$ cat src/pmf_pkg.sv
// How it works
// status bit 16 shows precoding active
// auto retrain restarts training, else hold
// ctrl 2:1 comp sequence count, value+1
// ctrl 4:3 comp sequence minimum rate
// block is 66 or 130 UI
// ctrl 6:5 sets 50G comp spacing
// ctrl bit 8 forces precoding on; code forces it only while remote capability bit 1 is set
// local capability bits 0 and 1
// remote capability writable, upper bits preserved
// tx status 1:0 gives coefficient encoding
// adjustment count: 1-7 up, 9-f down
// pre-cursor ratio codes 0-3 valid
// post-cursor ratio codes 0-5 valid
// margin codes 0-6 valid
// tx status 19:18 current init mode
// equalization progress fields 21:20, 23:22
// tx control 1:0 coefficient setting mode
// auto mode coefficient controls hold zero
// tx control 19:18 init mode
// rx status flags bits 0 to 5
// rx 11:8 self-test error bin
// rx requested remote coefficients 27:12
// previous state captured before retry
// reset defaults, reserved zero or preserved
package pmf_pkg;
  localparam logic [3:0]  ADDR_STATUS     = 4'h0;
  localparam logic [3:0]  ADDR_CONTROL    = 4'h1;
  localparam logic [3:0]  ADDR_CAP        = 4'h2;
  localparam logic [3:0]  ADDR_REMOTE_CAP = 4'h3;
  localparam logic [3:0]  ADDR_TX_STATUS  = 4'h4;
  localparam logic [3:0]  ADDR_TX_CONTROL = 4'h5;
  localparam logic [3:0]  ADDR_RX_STATUS  = 4'h6;
  localparam logic [15:0] CONTROL_RESET   = 16'h004c;
  localparam logic [15:0] CONTROL_WMASK   = 16'hffff;
  localparam logic [31:0] TX_CTRL_RESET   = 32'h0000_0000;
  localparam int          PRECODE_BIT     = 16;
  localparam int          FORCE_PRE_BIT   = 8;
  localparam int          AUTO_RT_BIT     = 0;
  localparam logic [1:0]  CMODE_AUTO      = 2'h0;
  localparam logic [1:0]  CMODE_DIRECT    = 2'h1;
  localparam logic [3:0]  PRE_MAX         = 4'h3;
  localparam logic [3:0]  POST_MAX        = 4'h5;
  localparam logic [3:0]  MARGIN_MAX      = 4'h6;
  localparam logic [3:0]  SELFTEST_MAX    = 4'h8;
  localparam logic [3:0]  ST_IDLE         = 4'h0;
  localparam logic [8:0]  UI_BLOCK_66     = 9'd66;
  localparam logic [8:0]  UI_BLOCK_130    = 9'd130;
  localparam logic [11:0] BLK_RATE_0      = 12'd3200;
  localparam logic [11:0] BLK_RATE_1      = 12'd1600;
  localparam logic [11:0] BLK_RATE_2      = 12'd400;
  localparam logic [18:0] UI_50G_1        = 19'd262144;
  localparam logic [18:0] UI_50G_2        = 19'd131072;
  localparam logic [18:0] UI_50G_3        = 19'd65536;
  typedef struct packed {
    logic       signal_detect;
    logic       polarity_rev;
    logic       cdr_lock;
    logic       rx_eq_done;
    logic       symbol_align;
    logic       lane_error;
    logic [3:0] self_test_bin;
    logic [3:0] req_pre2;
    logic [3:0] req_pre1;
    logic [3:0] req_post;
    logic [3:0] req_margin;
  } pmf_rx_t;
  typedef struct packed {
    logic [1:0] status_mode;
    logic [3:0] pre2;
    logic [3:0] pre1;
    logic [3:0] post;
    logic [3:0] margin;
    logic [1:0] init_mode;
    logic [1:0] local_eq;
    logic [1:0] remote_eq;
  } pmf_tx_t;
endpackage

$ cat src/pmf_code_check.sv
`timescale 1ns/1ns
module pmf_code_check
  import pmf_pkg::*;
#(
  parameter logic [3:0] MAX_CODE = 4'h3
)(
  input  wire logic [3:0] code_in,
  input  wire logic       ratio_mode_in,
  output logic [3:0]      code_out
);
  // ratio codes above max are reserved; adjustment codes 0 and 8 reserved
  always_comb
  begin
    if (ratio_mode_in)
      code_out = (code_in > MAX_CODE) ? 4'h0 : code_in;
    else
      code_out = (code_in == 4'h0 || code_in == 4'h8) ? 4'h0 : code_in;
  end
endmodule

$ cat src/pmf_cc_timer.sv
`timescale 1ns/1ns
module pmf_cc_timer
  import pmf_pkg::*;
(
  input  wire logic        ref_clk_in,
  input  wire logic        reset_in,
  input  wire logic        ui_tick_in,
  input  wire logic [18:0] period_in,
  output logic             due_out
);
  logic [18:0] cnt_q;
  // counts line unit intervals; zero period disables
  always_ff @(posedge ref_clk_in)
  begin
    if (reset_in || period_in == 19'd0)
    begin
      cnt_q   <= 19'd0;
      due_out <= 1'b0;
    end
    else if (ui_tick_in)
    begin
      due_out <= (cnt_q + 19'd1 >= period_in);
      cnt_q   <= (cnt_q + 19'd1 >= period_in) ? 19'd0 : cnt_q + 19'd1;
    end
    else
      due_out <= 1'b0;
  end
endmodule

$ cat src/pmf_phy_mgmt.sv
`timescale 1ns/1ns
module pmf_phy_mgmt
  import pmf_pkg::*;
(
  input  wire logic        ref_clk_in,
  input  wire logic        reset_in,
  input  wire logic [3:0]  avs_address,
  input  wire logic        avs_read,
  input  wire logic        avs_write,
  input  wire logic [31:0] avs_writedata,
  input  wire logic [3:0]  avs_byteenable,
  output logic [31:0]      avs_readdata,
  output logic             avs_waitrequest,
  output logic [1:0]       avs_response,
  input  wire logic [3:0]  phy_state_in,
  input  wire logic        train_error_in,
  input  wire logic        precode_active_in,
  input  wire logic        encoding_130_in,
  input  wire logic        ui_tick_in,
  input  wire pmf_tx_t     tx_status_in,
  input  wire pmf_rx_t     rx_status_in,
  output logic             retrain_out,
  output logic             hold_state_out,
  output logic             precode_force_out,
  output logic [2:0]       cc_count_out,
  output logic [20:0]      cc_period_ui_out,
  output logic             cc50_due_out,
  output logic             coeff_direct_out,
  output pmf_tx_t          tx_coeff_out,
  output logic [1:0]       init_mode_out
);
  localparam logic RX_PRECODE_SUPPORT = 1'b1;
  logic [15:0] control_q;
  logic [31:0] remote_cap_q;
  logic [31:0] tx_ctrl_q;
  logic        cap_rx_pre_q;
  logic [3:0]  prev_state_q;
  logic        ack_q;
  logic [31:0] rd_d;
  logic [31:0] wmask;
  logic        sel_rd;
  logic [20:0] blk_count;
  logic [20:0] blk_ui;
  logic        meta_err_q;
  logic        sync_err_q;
  logic        meta_pre_q;
  logic        sync_pre_q;
  logic [3:0]  meta_st_q;
  logic [3:0]  sync_st_q;
  logic        err_seen_q;
  logic [3:0]  st_pre2;
  logic [3:0]  st_pre1;
  logic [3:0]  st_post;
  logic [3:0]  st_marg;
  logic [3:0]  rq_pre2;
  logic [3:0]  rq_pre1;
  logic [3:0]  rq_post;
  logic [3:0]  rq_marg;
  logic [3:0]  sf_bin;
  logic        st_ratio;
  logic [18:0] cc50_period;
  logic        cc50_due;

  assign wmask  = {{8{avs_byteenable[3]}}, {8{avs_byteenable[2]}},
                   {8{avs_byteenable[1]}}, {8{avs_byteenable[0]}}};
  assign sel_rd = avs_read && !ack_q;

  // training error, precoding and state inputs come from the line side, so synchronise first
  always_ff @(posedge ref_clk_in)
  begin
    if (reset_in)
    begin
      meta_err_q <= 1'b0;
      sync_err_q <= 1'b0;
      meta_pre_q <= 1'b0;
      sync_pre_q <= 1'b0;
      meta_st_q  <= 4'h0;
      sync_st_q  <= 4'h0;
    end
    else
    begin
      meta_err_q <= train_error_in;
      sync_err_q <= meta_err_q;
      meta_pre_q <= precode_active_in;
      sync_pre_q <= meta_pre_q;
      meta_st_q  <= phy_state_in;
      sync_st_q  <= meta_st_q;
    end
  end

  // one-cycle waitrequest: ack on the second cycle of each request
  always_ff @(posedge ref_clk_in)
  begin
    if (reset_in)
    begin
      ack_q           <= 1'b0;
      avs_waitrequest <= 1'b1;
    end
    else
    begin
      ack_q           <= (avs_read || avs_write) && !ack_q;
      avs_waitrequest <= !((avs_read || avs_write) && !ack_q);
    end
  end

  // never an error code, but registered like every other output
  always_ff @(posedge ref_clk_in)
  begin
    avs_response <= 2'b00;
  end

  // control register writes
  always_ff @(posedge ref_clk_in)
  begin
    if (reset_in)
      control_q <= CONTROL_RESET;
    else if (avs_write && ack_q && avs_address == ADDR_CONTROL)
      control_q <= (control_q & ~wmask[15:0]) | (avs_writedata[15:0] & wmask[15:0]);
  end

  always_ff @(posedge ref_clk_in)
  begin
    if (reset_in)
    begin
      remote_cap_q <= 32'h0;
      cap_rx_pre_q <= RX_PRECODE_SUPPORT;
    end
    else if (avs_write && ack_q)
    begin
      if (avs_address == ADDR_REMOTE_CAP)
        remote_cap_q <= (remote_cap_q & ~wmask) | (avs_writedata & wmask);
      if (avs_address == ADDR_CAP && avs_byteenable[0])
        cap_rx_pre_q <= avs_writedata[1];
    end
  end

  // coefficient fields are forced to zero while automatic exchange runs
  always_ff @(posedge ref_clk_in)
  begin
    if (reset_in)
      tx_ctrl_q <= TX_CTRL_RESET;
    else if (avs_write && ack_q && avs_address == ADDR_TX_CONTROL)
    begin
      tx_ctrl_q <= (tx_ctrl_q & ~wmask) | (avs_writedata & wmask);
      if (((tx_ctrl_q[1:0] & ~wmask[1:0]) | (avs_writedata[1:0] & wmask[1:0])) == CMODE_AUTO)
        tx_ctrl_q[17:2] <= 16'h0;
    end
    else if (tx_ctrl_q[1:0] == CMODE_AUTO)
      tx_ctrl_q[17:2] <= 16'h0;
  end

  // training error handling and previous state capture
  always_ff @(posedge ref_clk_in)
  begin
    if (reset_in)
    begin
      prev_state_q   <= ST_IDLE;
      err_seen_q     <= 1'b0;
      retrain_out    <= 1'b0;
      hold_state_out <= 1'b0;
    end
    else
    begin
      err_seen_q  <= sync_err_q;
      retrain_out <= sync_err_q && !err_seen_q && control_q[AUTO_RT_BIT];
      if (sync_err_q && !err_seen_q && control_q[AUTO_RT_BIT])
        prev_state_q <= sync_st_q;
      if (control_q[AUTO_RT_BIT])
        hold_state_out <= 1'b0;
      else if (sync_err_q && !err_seen_q)
        hold_state_out <= 1'b1;
    end
  end

  // widen before the product so the ui count is not cut to the operand width
  assign blk_ui = encoding_130_in ? {12'h0, UI_BLOCK_130} : {12'h0, UI_BLOCK_66};
  always_comb
  begin
    case (control_q[4:3])
      2'h0:    blk_count = {9'h0, BLK_RATE_0};
      2'h2:    blk_count = {9'h0, BLK_RATE_2};
      default: blk_count = {9'h0, BLK_RATE_1};
    endcase
  end

  // clock compensation settings
  always_comb
  begin
    case (control_q[6:5])
      2'h1:    cc50_period = UI_50G_1;
      2'h2:    cc50_period = UI_50G_2;
      2'h3:    cc50_period = UI_50G_3;
      default: cc50_period = 19'd0;
    endcase
  end

  pmf_cc_timer u_cc50 (
    .ref_clk_in (ref_clk_in),
    .reset_in   (reset_in),
    .ui_tick_in (ui_tick_in),
    .period_in  (cc50_period),
    .due_out    (cc50_due)
  );

  always_ff @(posedge ref_clk_in)
  begin
    if (reset_in)
    begin
      cc_count_out      <= 3'd3;
      cc_period_ui_out  <= 21'd0;
      cc50_due_out      <= 1'b0;
      precode_force_out <= 1'b0;
      coeff_direct_out  <= 1'b0;
      init_mode_out     <= 2'h0;
      tx_coeff_out      <= '0;
    end
    else
    begin
      cc_count_out <= {1'b0, control_q[2:1]} + 3'd1;
      cc_period_ui_out <= blk_count * blk_ui;
      cc50_due_out <= cc50_due;
      // forcing only allowed when partner advertises rx precoding
      precode_force_out <= control_q[FORCE_PRE_BIT] && remote_cap_q[1];
      coeff_direct_out  <= (tx_ctrl_q[1:0] == CMODE_DIRECT);
      init_mode_out     <= tx_ctrl_q[19] ? 2'h0 : tx_ctrl_q[19:18];
      tx_coeff_out      <= '0;
      tx_coeff_out.pre2   <= tx_ctrl_q[5:2];
      tx_coeff_out.pre1   <= tx_ctrl_q[9:6];
      tx_coeff_out.post   <= tx_ctrl_q[13:10];
      tx_coeff_out.margin <= tx_ctrl_q[17:14];
    end
  end

  // status field sanitising: reserved codes read back as zero
  assign st_ratio = (tx_status_in.status_mode == 2'h1);
  pmf_code_check #(.MAX_CODE(PRE_MAX)) u_st_pre2 (
    .code_in (tx_status_in.pre2), .ratio_mode_in (st_ratio), .code_out (st_pre2));
  pmf_code_check #(.MAX_CODE(PRE_MAX)) u_st_pre1 (
    .code_in (tx_status_in.pre1), .ratio_mode_in (st_ratio), .code_out (st_pre1));
  pmf_code_check #(.MAX_CODE(POST_MAX)) u_st_post (
    .code_in (tx_status_in.post), .ratio_mode_in (st_ratio), .code_out (st_post));
  pmf_code_check #(.MAX_CODE(MARGIN_MAX)) u_st_marg (
    .code_in (tx_status_in.margin), .ratio_mode_in (st_ratio), .code_out (st_marg));
  pmf_code_check #(.MAX_CODE(PRE_MAX)) u_rq_pre2 (
    .code_in (rx_status_in.req_pre2), .ratio_mode_in (1'b1), .code_out (rq_pre2));
  pmf_code_check #(.MAX_CODE(PRE_MAX)) u_rq_pre1 (
    .code_in (rx_status_in.req_pre1), .ratio_mode_in (1'b1), .code_out (rq_pre1));
  pmf_code_check #(.MAX_CODE(POST_MAX)) u_rq_post (
    .code_in (rx_status_in.req_post), .ratio_mode_in (1'b1), .code_out (rq_post));
  pmf_code_check #(.MAX_CODE(MARGIN_MAX)) u_rq_marg (
    .code_in (rx_status_in.req_margin), .ratio_mode_in (1'b1), .code_out (rq_marg));
  pmf_code_check #(.MAX_CODE(SELFTEST_MAX)) u_sf_bin (
    .code_in (rx_status_in.self_test_bin), .ratio_mode_in (1'b1), .code_out (sf_bin));

  always_comb
  begin
    rd_d = 32'h0;
    case (avs_address)
      ADDR_STATUS:
      begin
        rd_d[3:0]         = sync_st_q;
        rd_d[11:8]        = prev_state_q;
        rd_d[PRECODE_BIT] = sync_pre_q;
      end
      ADDR_CONTROL:    rd_d[15:0] = control_q;
      ADDR_CAP:        rd_d[1:0]  = {cap_rx_pre_q, 1'b1};
      ADDR_REMOTE_CAP: rd_d       = remote_cap_q;
      ADDR_TX_STATUS:
      begin
        rd_d[1:0]   = tx_status_in.status_mode[1] ? 2'h0 : tx_status_in.status_mode;
        rd_d[5:2]   = st_pre2;
        rd_d[9:6]   = st_pre1;
        rd_d[13:10] = st_post;
        rd_d[17:14] = st_marg;
        rd_d[19:18] = tx_status_in.init_mode[1] ? 2'h0 : tx_status_in.init_mode;
        rd_d[21:20] = tx_status_in.local_eq;
        rd_d[23:22] = tx_status_in.remote_eq;
      end
      ADDR_TX_CONTROL: rd_d = tx_ctrl_q;
      ADDR_RX_STATUS:
      begin
        rd_d[5:0]   = {rx_status_in.lane_error, rx_status_in.symbol_align,
                       rx_status_in.rx_eq_done, rx_status_in.cdr_lock,
                       rx_status_in.polarity_rev, rx_status_in.signal_detect};
        rd_d[11:8]  = sf_bin;
        rd_d[27:12] = {rq_marg, rq_post, rq_pre1, rq_pre2};
      end
      default:         rd_d = 32'h0;
    endcase
  end

  always_ff @(posedge ref_clk_in)
  begin
    if (reset_in)
      avs_readdata <= 32'h0;
    else if (sel_rd)
      avs_readdata <= rd_d;
  end

  a_ctrl_reset: assert property (@(posedge ref_clk_in)
    $fell(reset_in) |-> control_q == CONTROL_RESET)
    else $error("control reset value wrong");
  a_cc_count: assert property (@(posedge ref_clk_in) disable iff (reset_in)
    ##1 cc_count_out == {1'b0, $past(control_q[2:1])} + 3'd1)
    else $error("clock comp count wrong");
  a_auto_zero: assert property (@(posedge ref_clk_in) disable iff (reset_in)
    tx_ctrl_q[1:0] == CMODE_AUTO && !(avs_write && ack_q) |=> tx_ctrl_q[17:2] == 16'h0)
    else $error("coefficients not cleared in auto mode");
  a_retrain_pulse: assert property (@(posedge ref_clk_in) disable iff (reset_in)
    retrain_out |-> $past(control_q[AUTO_RT_BIT]))
    else $error("retrain without auto enable");
  a_hold_state: assert property (@(posedge ref_clk_in) disable iff (reset_in)
    hold_state_out |-> !control_q[AUTO_RT_BIT] || $past(control_q[AUTO_RT_BIT]) == 1'b0)
    else $error("hold while auto retrain");
  a_precode_force: assert property (@(posedge ref_clk_in) disable iff (reset_in)
    precode_force_out |-> $past(remote_cap_q[1]) && $past(control_q[FORCE_PRE_BIT]))
    else $error("precoding forced without partner support");
  a_wait_one: assert property (@(posedge ref_clk_in) disable iff (reset_in)
    (avs_read || avs_write) && avs_waitrequest |=> !avs_waitrequest)
    else $error("waitrequest longer than one cycle");
  a_prev_capture: assert property (@(posedge ref_clk_in) disable iff (reset_in)
    retrain_out |-> prev_state_q == $past(sync_st_q))
    else $error("previous state not captured");
  a_rx_bin: assert property (@(posedge ref_clk_in) disable iff (reset_in)
    sf_bin <= SELFTEST_MAX)
    else $error("self test bin reserved code");
  a_cc_rate: assert property (@(posedge ref_clk_in) disable iff (reset_in)
    control_q[4:3] == 2'h2 && !encoding_130_in |=> cc_period_ui_out == 21'd26400)
    else $error("clock comp period wrong");
  a_init_reserved: assert property (@(posedge ref_clk_in) disable iff (reset_in)
    tx_ctrl_q[19] |=> init_mode_out == 2'h0)
    else $error("reserved init mode passed on");
  a_hold_clear: assert property (@(posedge ref_clk_in) disable iff (reset_in)
    control_q[AUTO_RT_BIT] |=> !hold_state_out)
    else $error("hold kept while auto retrain on");
  a_cap_bit0: assert property (@(posedge ref_clk_in) disable iff (reset_in)
    avs_read && !avs_waitrequest && avs_address == ADDR_CAP |-> avs_readdata[0])
    else $error("auto retrain support not reported");
  a_cc50_off: assert property (@(posedge ref_clk_in) disable iff (reset_in)
    (control_q[6:5] == 2'h0) [*2] |=> !cc50_due_out)
    else $error("50g comp sequence while disabled");
  c_retrain: cover property (@(posedge ref_clk_in) disable iff (reset_in) retrain_out);
  c_hold: cover property (@(posedge ref_clk_in) disable iff (reset_in) hold_state_out);
  c_direct: cover property (@(posedge ref_clk_in) disable iff (reset_in) coeff_direct_out);
  c_cc50: cover property (@(posedge ref_clk_in) disable iff (reset_in) cc50_due_out);
endmodule

$ cat config.mk
export PLATFORM = sky130hd
export DESIGN_NAME = pmf_phy_mgmt
export DESIGN_NICKNAME = d
export VERILOG_FILES = /design/src/pmf_pkg.sv /design/src/pmf_code_check.sv /design/src/pmf_cc_timer.sv /design/src/pmf_phy_mgmt.sv
export SDC_FILE = /design/constraint.sdc
export NUM_CORES = 1
export LEC_CHECK = 0
export ABC_AREA = 1
export BUFFER_PORTS_ARGS = -buffer_cell sky130_fd_sc_hd__buf_4
export CAP_MARGIN = 10
export CORE_MARGIN = 3
export CORE_UTILIZATION = 50
export DETAILED_ROUTE_END_ITERATION = 10
export GPL_TIMING_DRIVEN = 0
export PLACE_DENSITY_LB_ADDON = 0.05
export SYNTH_ARGS = -nofsm -noshare
export SYNTH_HDL_FRONTEND = slang
export SYNTH_HIERARCHICAL = 1
export SYNTH_SLANG_ARGS = --single-unit
$ cat constraint.sdc
create_clock -name ref_clk_in -period 2.5 [get_ports ref_clk_in]
set_clock_uncertainty 0.2 [all_clocks]
set_input_delay 0.125 -clock ref_clk_in [delete_from_list [all_inputs] [get_ports ref_clk_in]]
set_output_delay 0.125 -clock ref_clk_in [all_outputs]
set_load 0.02 [all_outputs]
# Word level (Yosys, flattened, before mapping)

Cells that the tools add are included.

Bits of input ports: 102
Word-level logic and storage cells: 148
Bits in registers: 207
Output and inout port bits: 90

$mul: 1
$add $sub $neg: 2
Magnitude comparators: 10
Equality and inequality tests: 16
Reductions and logical operators: 33
Mux-type cells: 36
Bitwise logic cells: 15

Operators with widths:

| cell                                                                 | number |
|---|---|
| 32-bit bitwise AND                                                   | 3 |
| 4-bit two-way mux                                                    | 17 |
| 32-bit OR                                                            | 2 |
| 19-bit one-hot mux with 3 select lines                               | 1 |
| 16-bit two-way mux                                                   | 3 |
| 16-bit bitwise AND                                                   | 2 |
| 32-bit NOT                                                           | 1 |
| 7-bit one-hot mux with 4 select lines                                | 1 |
| 12-bit one-hot mux with 2 select lines                               | 1 |
| 4-bit one-hot mux with 6 select lines                                | 1 |
| 21-bit by 8-bit multiplier with 21-bit output                        | 1 |
| 4-bit zero test                                                      | 5 |
| 4-bit one-hot mux with 5 select lines                                | 1 |
| 19-bit by 1-bit adder with 19-bit output, second input constant      | 1 |
| 19-bit >= comparator                                                 | 1 |
| 19-bit zero test                                                     | 1 |
| 19-bit two-way mux                                                   | 1 |
| 4-bit == test, second input constant                                 | 4 |
| 4-bit by 2-bit > comparator with 1-bit output, second input constant | 4 |
| 4-bit by 3-bit > comparator with 1-bit output, second input constant | 4 |
| 16-bit NOT                                                           | 1 |
| 16-bit OR                                                            | 1 |
| 2-bit one-hot mux with 7 select lines                                | 1 |
| 4-bit by 3-bit == test with 1-bit output, second input constant      | 3 |
| 25 further kinds                                                     | 52 |

# Logic depth before layout (Yosys ltp)

Depth in word-level cells: 6
Mapped depth: 20
Depth with buffers taken out: 19

# Cells and area by module

Netlist, hierarchy kept.

By module, submodules not included:

| module                         | seq. area each (sq um) | cells each | times used | area each (sq um) |
|---|---|---|---|---|
| pmf_phy_mgmt                   | 3423.3                 | 1003       | 1          | 7274.5 |
| pmf_cc_timer                   | 400.4                  | 310        | 1          | 1899.3 |
| pmf_code_check (u_rq_pre1 ...) | 0.0                    | 12         | 4          | 46.3 |
| pmf_code_check (u_rq_post ...) | 0.0                    | 13         | 2          | 56.3 |
| pmf_code_check (u_rq_marg ...) | 0.0                    | 12         | 2          | 53.8 |
| pmf_code_check (u_sf_bin)      | 0.0                    | 16         | 1          | 63.8 |

# Worst setup path before layout

No wires, ideal clock.

Path type: flip-flop to flip-flop
Start: reg u_cc50.cnt_q[0]
End: reg u_cc50.cnt_q[3]
Setup time: 0.117 ns
Path slack: -0.211 ns
Data required time: 2.183 ns
Period minus slack after synthesis: 2.711 ns
Stages on the path, launching flop included: 19
Data arrival time: 2.394 ns
Path through: dfxtp_1 ha_1 nand3_2 inv_2 nand2_2 nor2_1 or2_2 and2_1 ha_1 nand2_1 nor2_1 nand2_1 inv_1 nand4_1 nand3_2 nand2_1 nand2_2 buf_6 nor2_1

Word-level cells in the longest chain between the ends: 3

RTL lines:

| what                                         | line               | RTL |
|---|---|---|
| start: declaration                           | pmf_cc_timer.sv:11 | `logic [18:0] cnt_q;` |
| start signal: assignment                     | pmf_cc_timer.sv:23 | `cnt_q <= (cnt_q + 19'd1 >= period_in) ? 19'd0 : cnt_q + 19'd1;` |
| 19-bit by 1-bit adder with 19-bit output (*) | pmf_cc_timer.sv:23 |  |
| 19-bit >= comparator                         | pmf_cc_timer.sv:23 |  |
| 19-bit two-way mux (*)                       | pmf_cc_timer.sv:23 |  |

Every way passes the cells marked *; elsewhere a longest branch is shown, timed or not.
A chain may end at the register's enable or synchronous reset.

# Worst setup path after layout

Start: reg u_cc50.cnt_q[0]
End: reg u_cc50.cnt_q[2]

The elaborated chain is that of the path after synthesis.

==> results.py <==
metrics = {
    "outcome": {
        "status": "finished, violations left",
        "violations": "negative hold slack, negative setup slack",
    },
    "setup_path": {
        "cp.required_ps": 2630,
        "cp_common_cell": "nor2_4",
        "ff2ff_setup_slack_ps": -270,
        "path_cells": "ha_4, nand3_4, nor2_4, nand3_2, xor2_2, inv_2, ha_4, nand2_4, nor2_4, nand3_2, nor2_4, nor2_4, nand3_2, nand2_2, nand2_4, clkbuf_16, nor2_1",
        "worstSetupPathType": "reg -> reg",
        "cp-end-kind": "flip-flop",
        "cp_slowest_stage_delay_ps": 390,
        "rr_startpoint": "u_cc50/cnt_q[0]$_SDFFE_PP0P_",
        "cp_max_fo": 5,
        "worst_r2r_endpoint": "u_cc50/cnt_q[2]$_SDFFE_PP0P_",
        "reg2reg_depth": 17,
        "critical_path.slowest_cell": "dfxtp_4",
        "cp-start-kind": "flip-flop",
        "crit_arrival_ps": 2900,
    },
    "drt": {
        "wl_met2_um": 14600,
        "highest_layer": "met4",
        "vias": 10300,
        "routed_via_density": 5.08,
        "wire_per_inst_um": 15.7,
        "routed-wl-met3_um": 2510,
        "drt_iter0_markers": 952,
        "drc": 0,
        "wl_met1_um": 13900,
        "wirelength_um": 31900,
        "dr.pass1.iters": 5,
        "ant_nets": 0,
    },
    "timing": {
        "slew-limit-headroom": 0.367,
        "worst_slew_pin_slew_ps": 947,
        "fin_crit_sh": 1.11,
        "fin_ws_ps": -265,
        "rsz0062_at_grt": "yes",
        "maxSlewViolCount": 0,
        "final.min_clock_period_ps": 2770,
        "setup_violations": 20,
        "fmax_ghz": 0.362,
        "final.setup.tns_ps": -4260,
        "whs_ps": -2.60,
        "hold_viol": 1,
    },
    "synth": {
        "synth_top_family_by_area": "simple AND/OR/NAND/NOR gates",
        "netlist_area_mm2": 0.00964,
        "yosysWarnings": 6,
        "synth_edf_count": 0,
        "yosysSeqAreaShare": 0.397,
        "synth-adder-area-share": 0.0449,
        "muxShareOfSynthArea": 0.00311,
        "synthArstFlopShare": 0,
        "ys_seq_elements": 191,
        "synth_xor_area_frac": 0.0126,
        "postSynthCellCount": 1427,
        "synth_compound_gate_area_share": 0.126,
        "synth_ff_type": "dfxtp_1",
        "synth.avg_cell_area_um2": 6.76,
        "yosys.area_share.simple": 0.304,
        "yosysUniqueCellTypes": 44,
    },
    "placement": {
        "place_area_mm2": 0.0115,
        "hpwl_um": 23200,
        "place_congestion": 0.938,
        "io_buffers": 172,
    },
    "clocking": {
        "numCtsBuffers": 17,
        "h-tree-depth": 4,
        "clk_latency_ps": 440,
        "clockBufferDepth": 2,
        "cts_sinks": 191,
        "cts.clk_slew.worst_paths_ps": 70,
        "cts_tree": "yes",
        "cts.root.buffer_cell": "clkbuf_16",
    },
    "power_and_ir_drop": {
        "cellPowerDensity_mw_per_mm2": 513,
        "leakagePower_uw": 0.00606,
        "total_power_uw": 6810,
        "irDropWorstVdd_mv": 0.496,
    },
    "hold_path": {
        "min_from": "tx_status_in[2]",
        "hold_class": "in -> reg",
        "hold_path_depth": 5,
        "holdPathEnd": "avs_readdata[20]$_SDFFE_PP0P_",
    },
    "floorplanning": {
        "fp.dieArea_mm2": 0.0210,
        "ios": 192,
        "die_h_um": 145,
        "core_mm2": 0.0188,
        "start_util": 0.512,
        "fp-row-count": 50,
        "die_w_um": 145,
    },
    "cells_and_area": {
        "antenna_cells": 0,
        "areaGrowthSynthToFinish_pct": 37.6,
        "final_area_mm2": 0.0133,
        "fill_cells": 1657,
        "finish.utilization": 0.705,
        "drive_above_1_share": 0.220,
        "final_net_count": 1894,
    },
    "grt": {
        "grt_pass1_vias": 9330,
        "grt_max_degree": 18,
        "grt_pass1_wl_um": 48200,
        "antenna_found_initial": 0,
        "track_usage": 0.297,
        "overflow": 0,
    },
    "job": {
        "maxCapViolations": 0,
    },
}
synth_stat cells (2+ instances only):
library cell,count,area share
a21oi_1,81,0.042
a31oi_1,10,0.0065
and2_1,4,0.0026
buf_1,3,0.0012
buf_2,16,0.0083
buf_4,19,0.015
clkbuf_1,34,0.013
conb_1,2,0.00078
dfxtp_1,191,0.40
ha_1,33,0.043
inv_1,179,0.070
inv_2,9,0.0035
mux2i_1,3,0.0031
nand2_1,292,0.11
nand2_2,10,0.0065
nand3_1,113,0.059
nand3_2,3,0.0031
nand4_1,12,0.0078
nor2_1,228,0.089
nor2_2,9,0.0058
nor2_4,7,0.0082
nor3_1,10,0.0052
o211ai_1,2,0.0016
o21ai_0,112,0.058
o21ai_1,12,0.0062
o21ai_2,2,0.0018
o22ai_1,2,0.0013
o31ai_1,2,0.0016
or2_2,2,0.0013
xnor2_1,2,0.0018
xor2_1,10,0.0091
routing by layer:
layer  global-route usage  vias to the layer above
met5                    0                        -
met4                0.103                        0
met3               0.0496                       66
met2                0.475                      402
met1                0.407                     4714
li1                     -                     5124
metrics by stage:
stage	hold slack, ps	setup WS [ps]	cells
3_3_place_gp	136	-487	1912
3_5_place_dp	136	-538	1912
4_1_cts	0.0507	-178	2021
2_1_floorplan	32.0	-46.4	1480
6_report	-2.60	-265	2030
5_1_grt	37.3	-391	2030
layout by cell type (no fill, tap or decap), types with 18 or more instances in the layout:
cell type	synthesis	final
conb_1	2	55
o21ai_0	112	112
nand3_1	113	107
dfxtp_1	191	172
nand2_1	292	274
clkbuf_16	0	18
inv_1	179	174
ha_1	33	26
buf_4	19	211
nor2_2	9	21
a21oi_1	81	80
nand2_2	10	24
dlygate4sd3_1	0	64
clkbuf_1	34	35
nor2_1	228	207
critical path: cells and delay by family, from the launching register on:
kind	cells	cell delay (ps)
XOR/XNOR	1	210
flip-flops	1	390
adder cells (fa/ha/maj)	2	450
AND/OR/NAND/NOR	12	1160
buffers and inverters	2	240
how the worst max path moves through the flow:
| stage | cells past startpoint | start | endpoint |
|---|---|---|---|
| after global placement | 17 | u_cc50/cnt_q[0]$_SDFFE_PP0P_ | u_cc50/cnt_q[11]$_SDFFE_PP0P_ |
| after detailed placement | 17 | u_cc50/cnt_q[0]$_SDFFE_PP0P_ | u_cc50/cnt_q[3]$_SDFFE_PP0P_ |
| after global routing | 16 | u_cc50/cnt_q[3]$_SDFFE_PP0P_ | u_cc50/cnt_q[11]$_SDFFE_PP0P_ |
| after floorplan | 18 | u_cc50/cnt_q[0]$_SDFFE_PP0P_ | u_cc50/cnt_q[1]$_SDFFE_PP0P_ |
| after CTS | 17 | u_cc50/cnt_q[1]$_SDFFE_PP0P_ | u_cc50/cnt_q[8]$_SDFFE_PP0P_ |
| final | 17 | u_cc50/cnt_q[0]$_SDFFE_PP0P_ | u_cc50/cnt_q[2]$_SDFFE_PP0P_ |
layout make-up:
| type | count | area, µm² | share of cell area |
|---|---|---|---|
| Timing Repair Buffer | 259 | 2140 | 0.161 |
| Inverter | 188 | 711 | 0.0536 |
| Multi-Input combinational cell | 1028 | 5270 | 0.397 |
| Tap cell | 260 | 325 | 0.0245 |
| Clock buffer | 19 | 443 | 0.0334 |
| Buffer | 73 | 377 | 0.0284 |
| Sequential cell | 191 | 3870 | 0.292 |
| Clock inverter | 12 | 125 | 0.00943 |
kinds of logic (layout without fill, tap and decap cells):
group | Yosys count | in the layout
AO/OA/AOI/OAI | 231 | 231
XOR/XNOR | 13 | 13
adder cells (fa/ha/maj) | 34 | 34
buffers and inverters | 261 | 551
flip-flops | 191 | 191
multiplexers | 3 | 3
other | 2 | 55
AND/OR/NAND/NOR | 692 | 692
what timing repair did:
action                     CTS  global route
gates resized for setup     44            61
hold endpoints to repair   118             0
hold buffers                64             0
cloned                       0             1
setup endpoints to repair   23            23
pin swaps                   10            39
buffers inserted            14             9
power by group:
group / switching [µW] / internal, µW
combinational: 553 / 405
sequential: 49.4 / 3100
clock: 1280 / 1430
(Power assumes the default switching activity.)
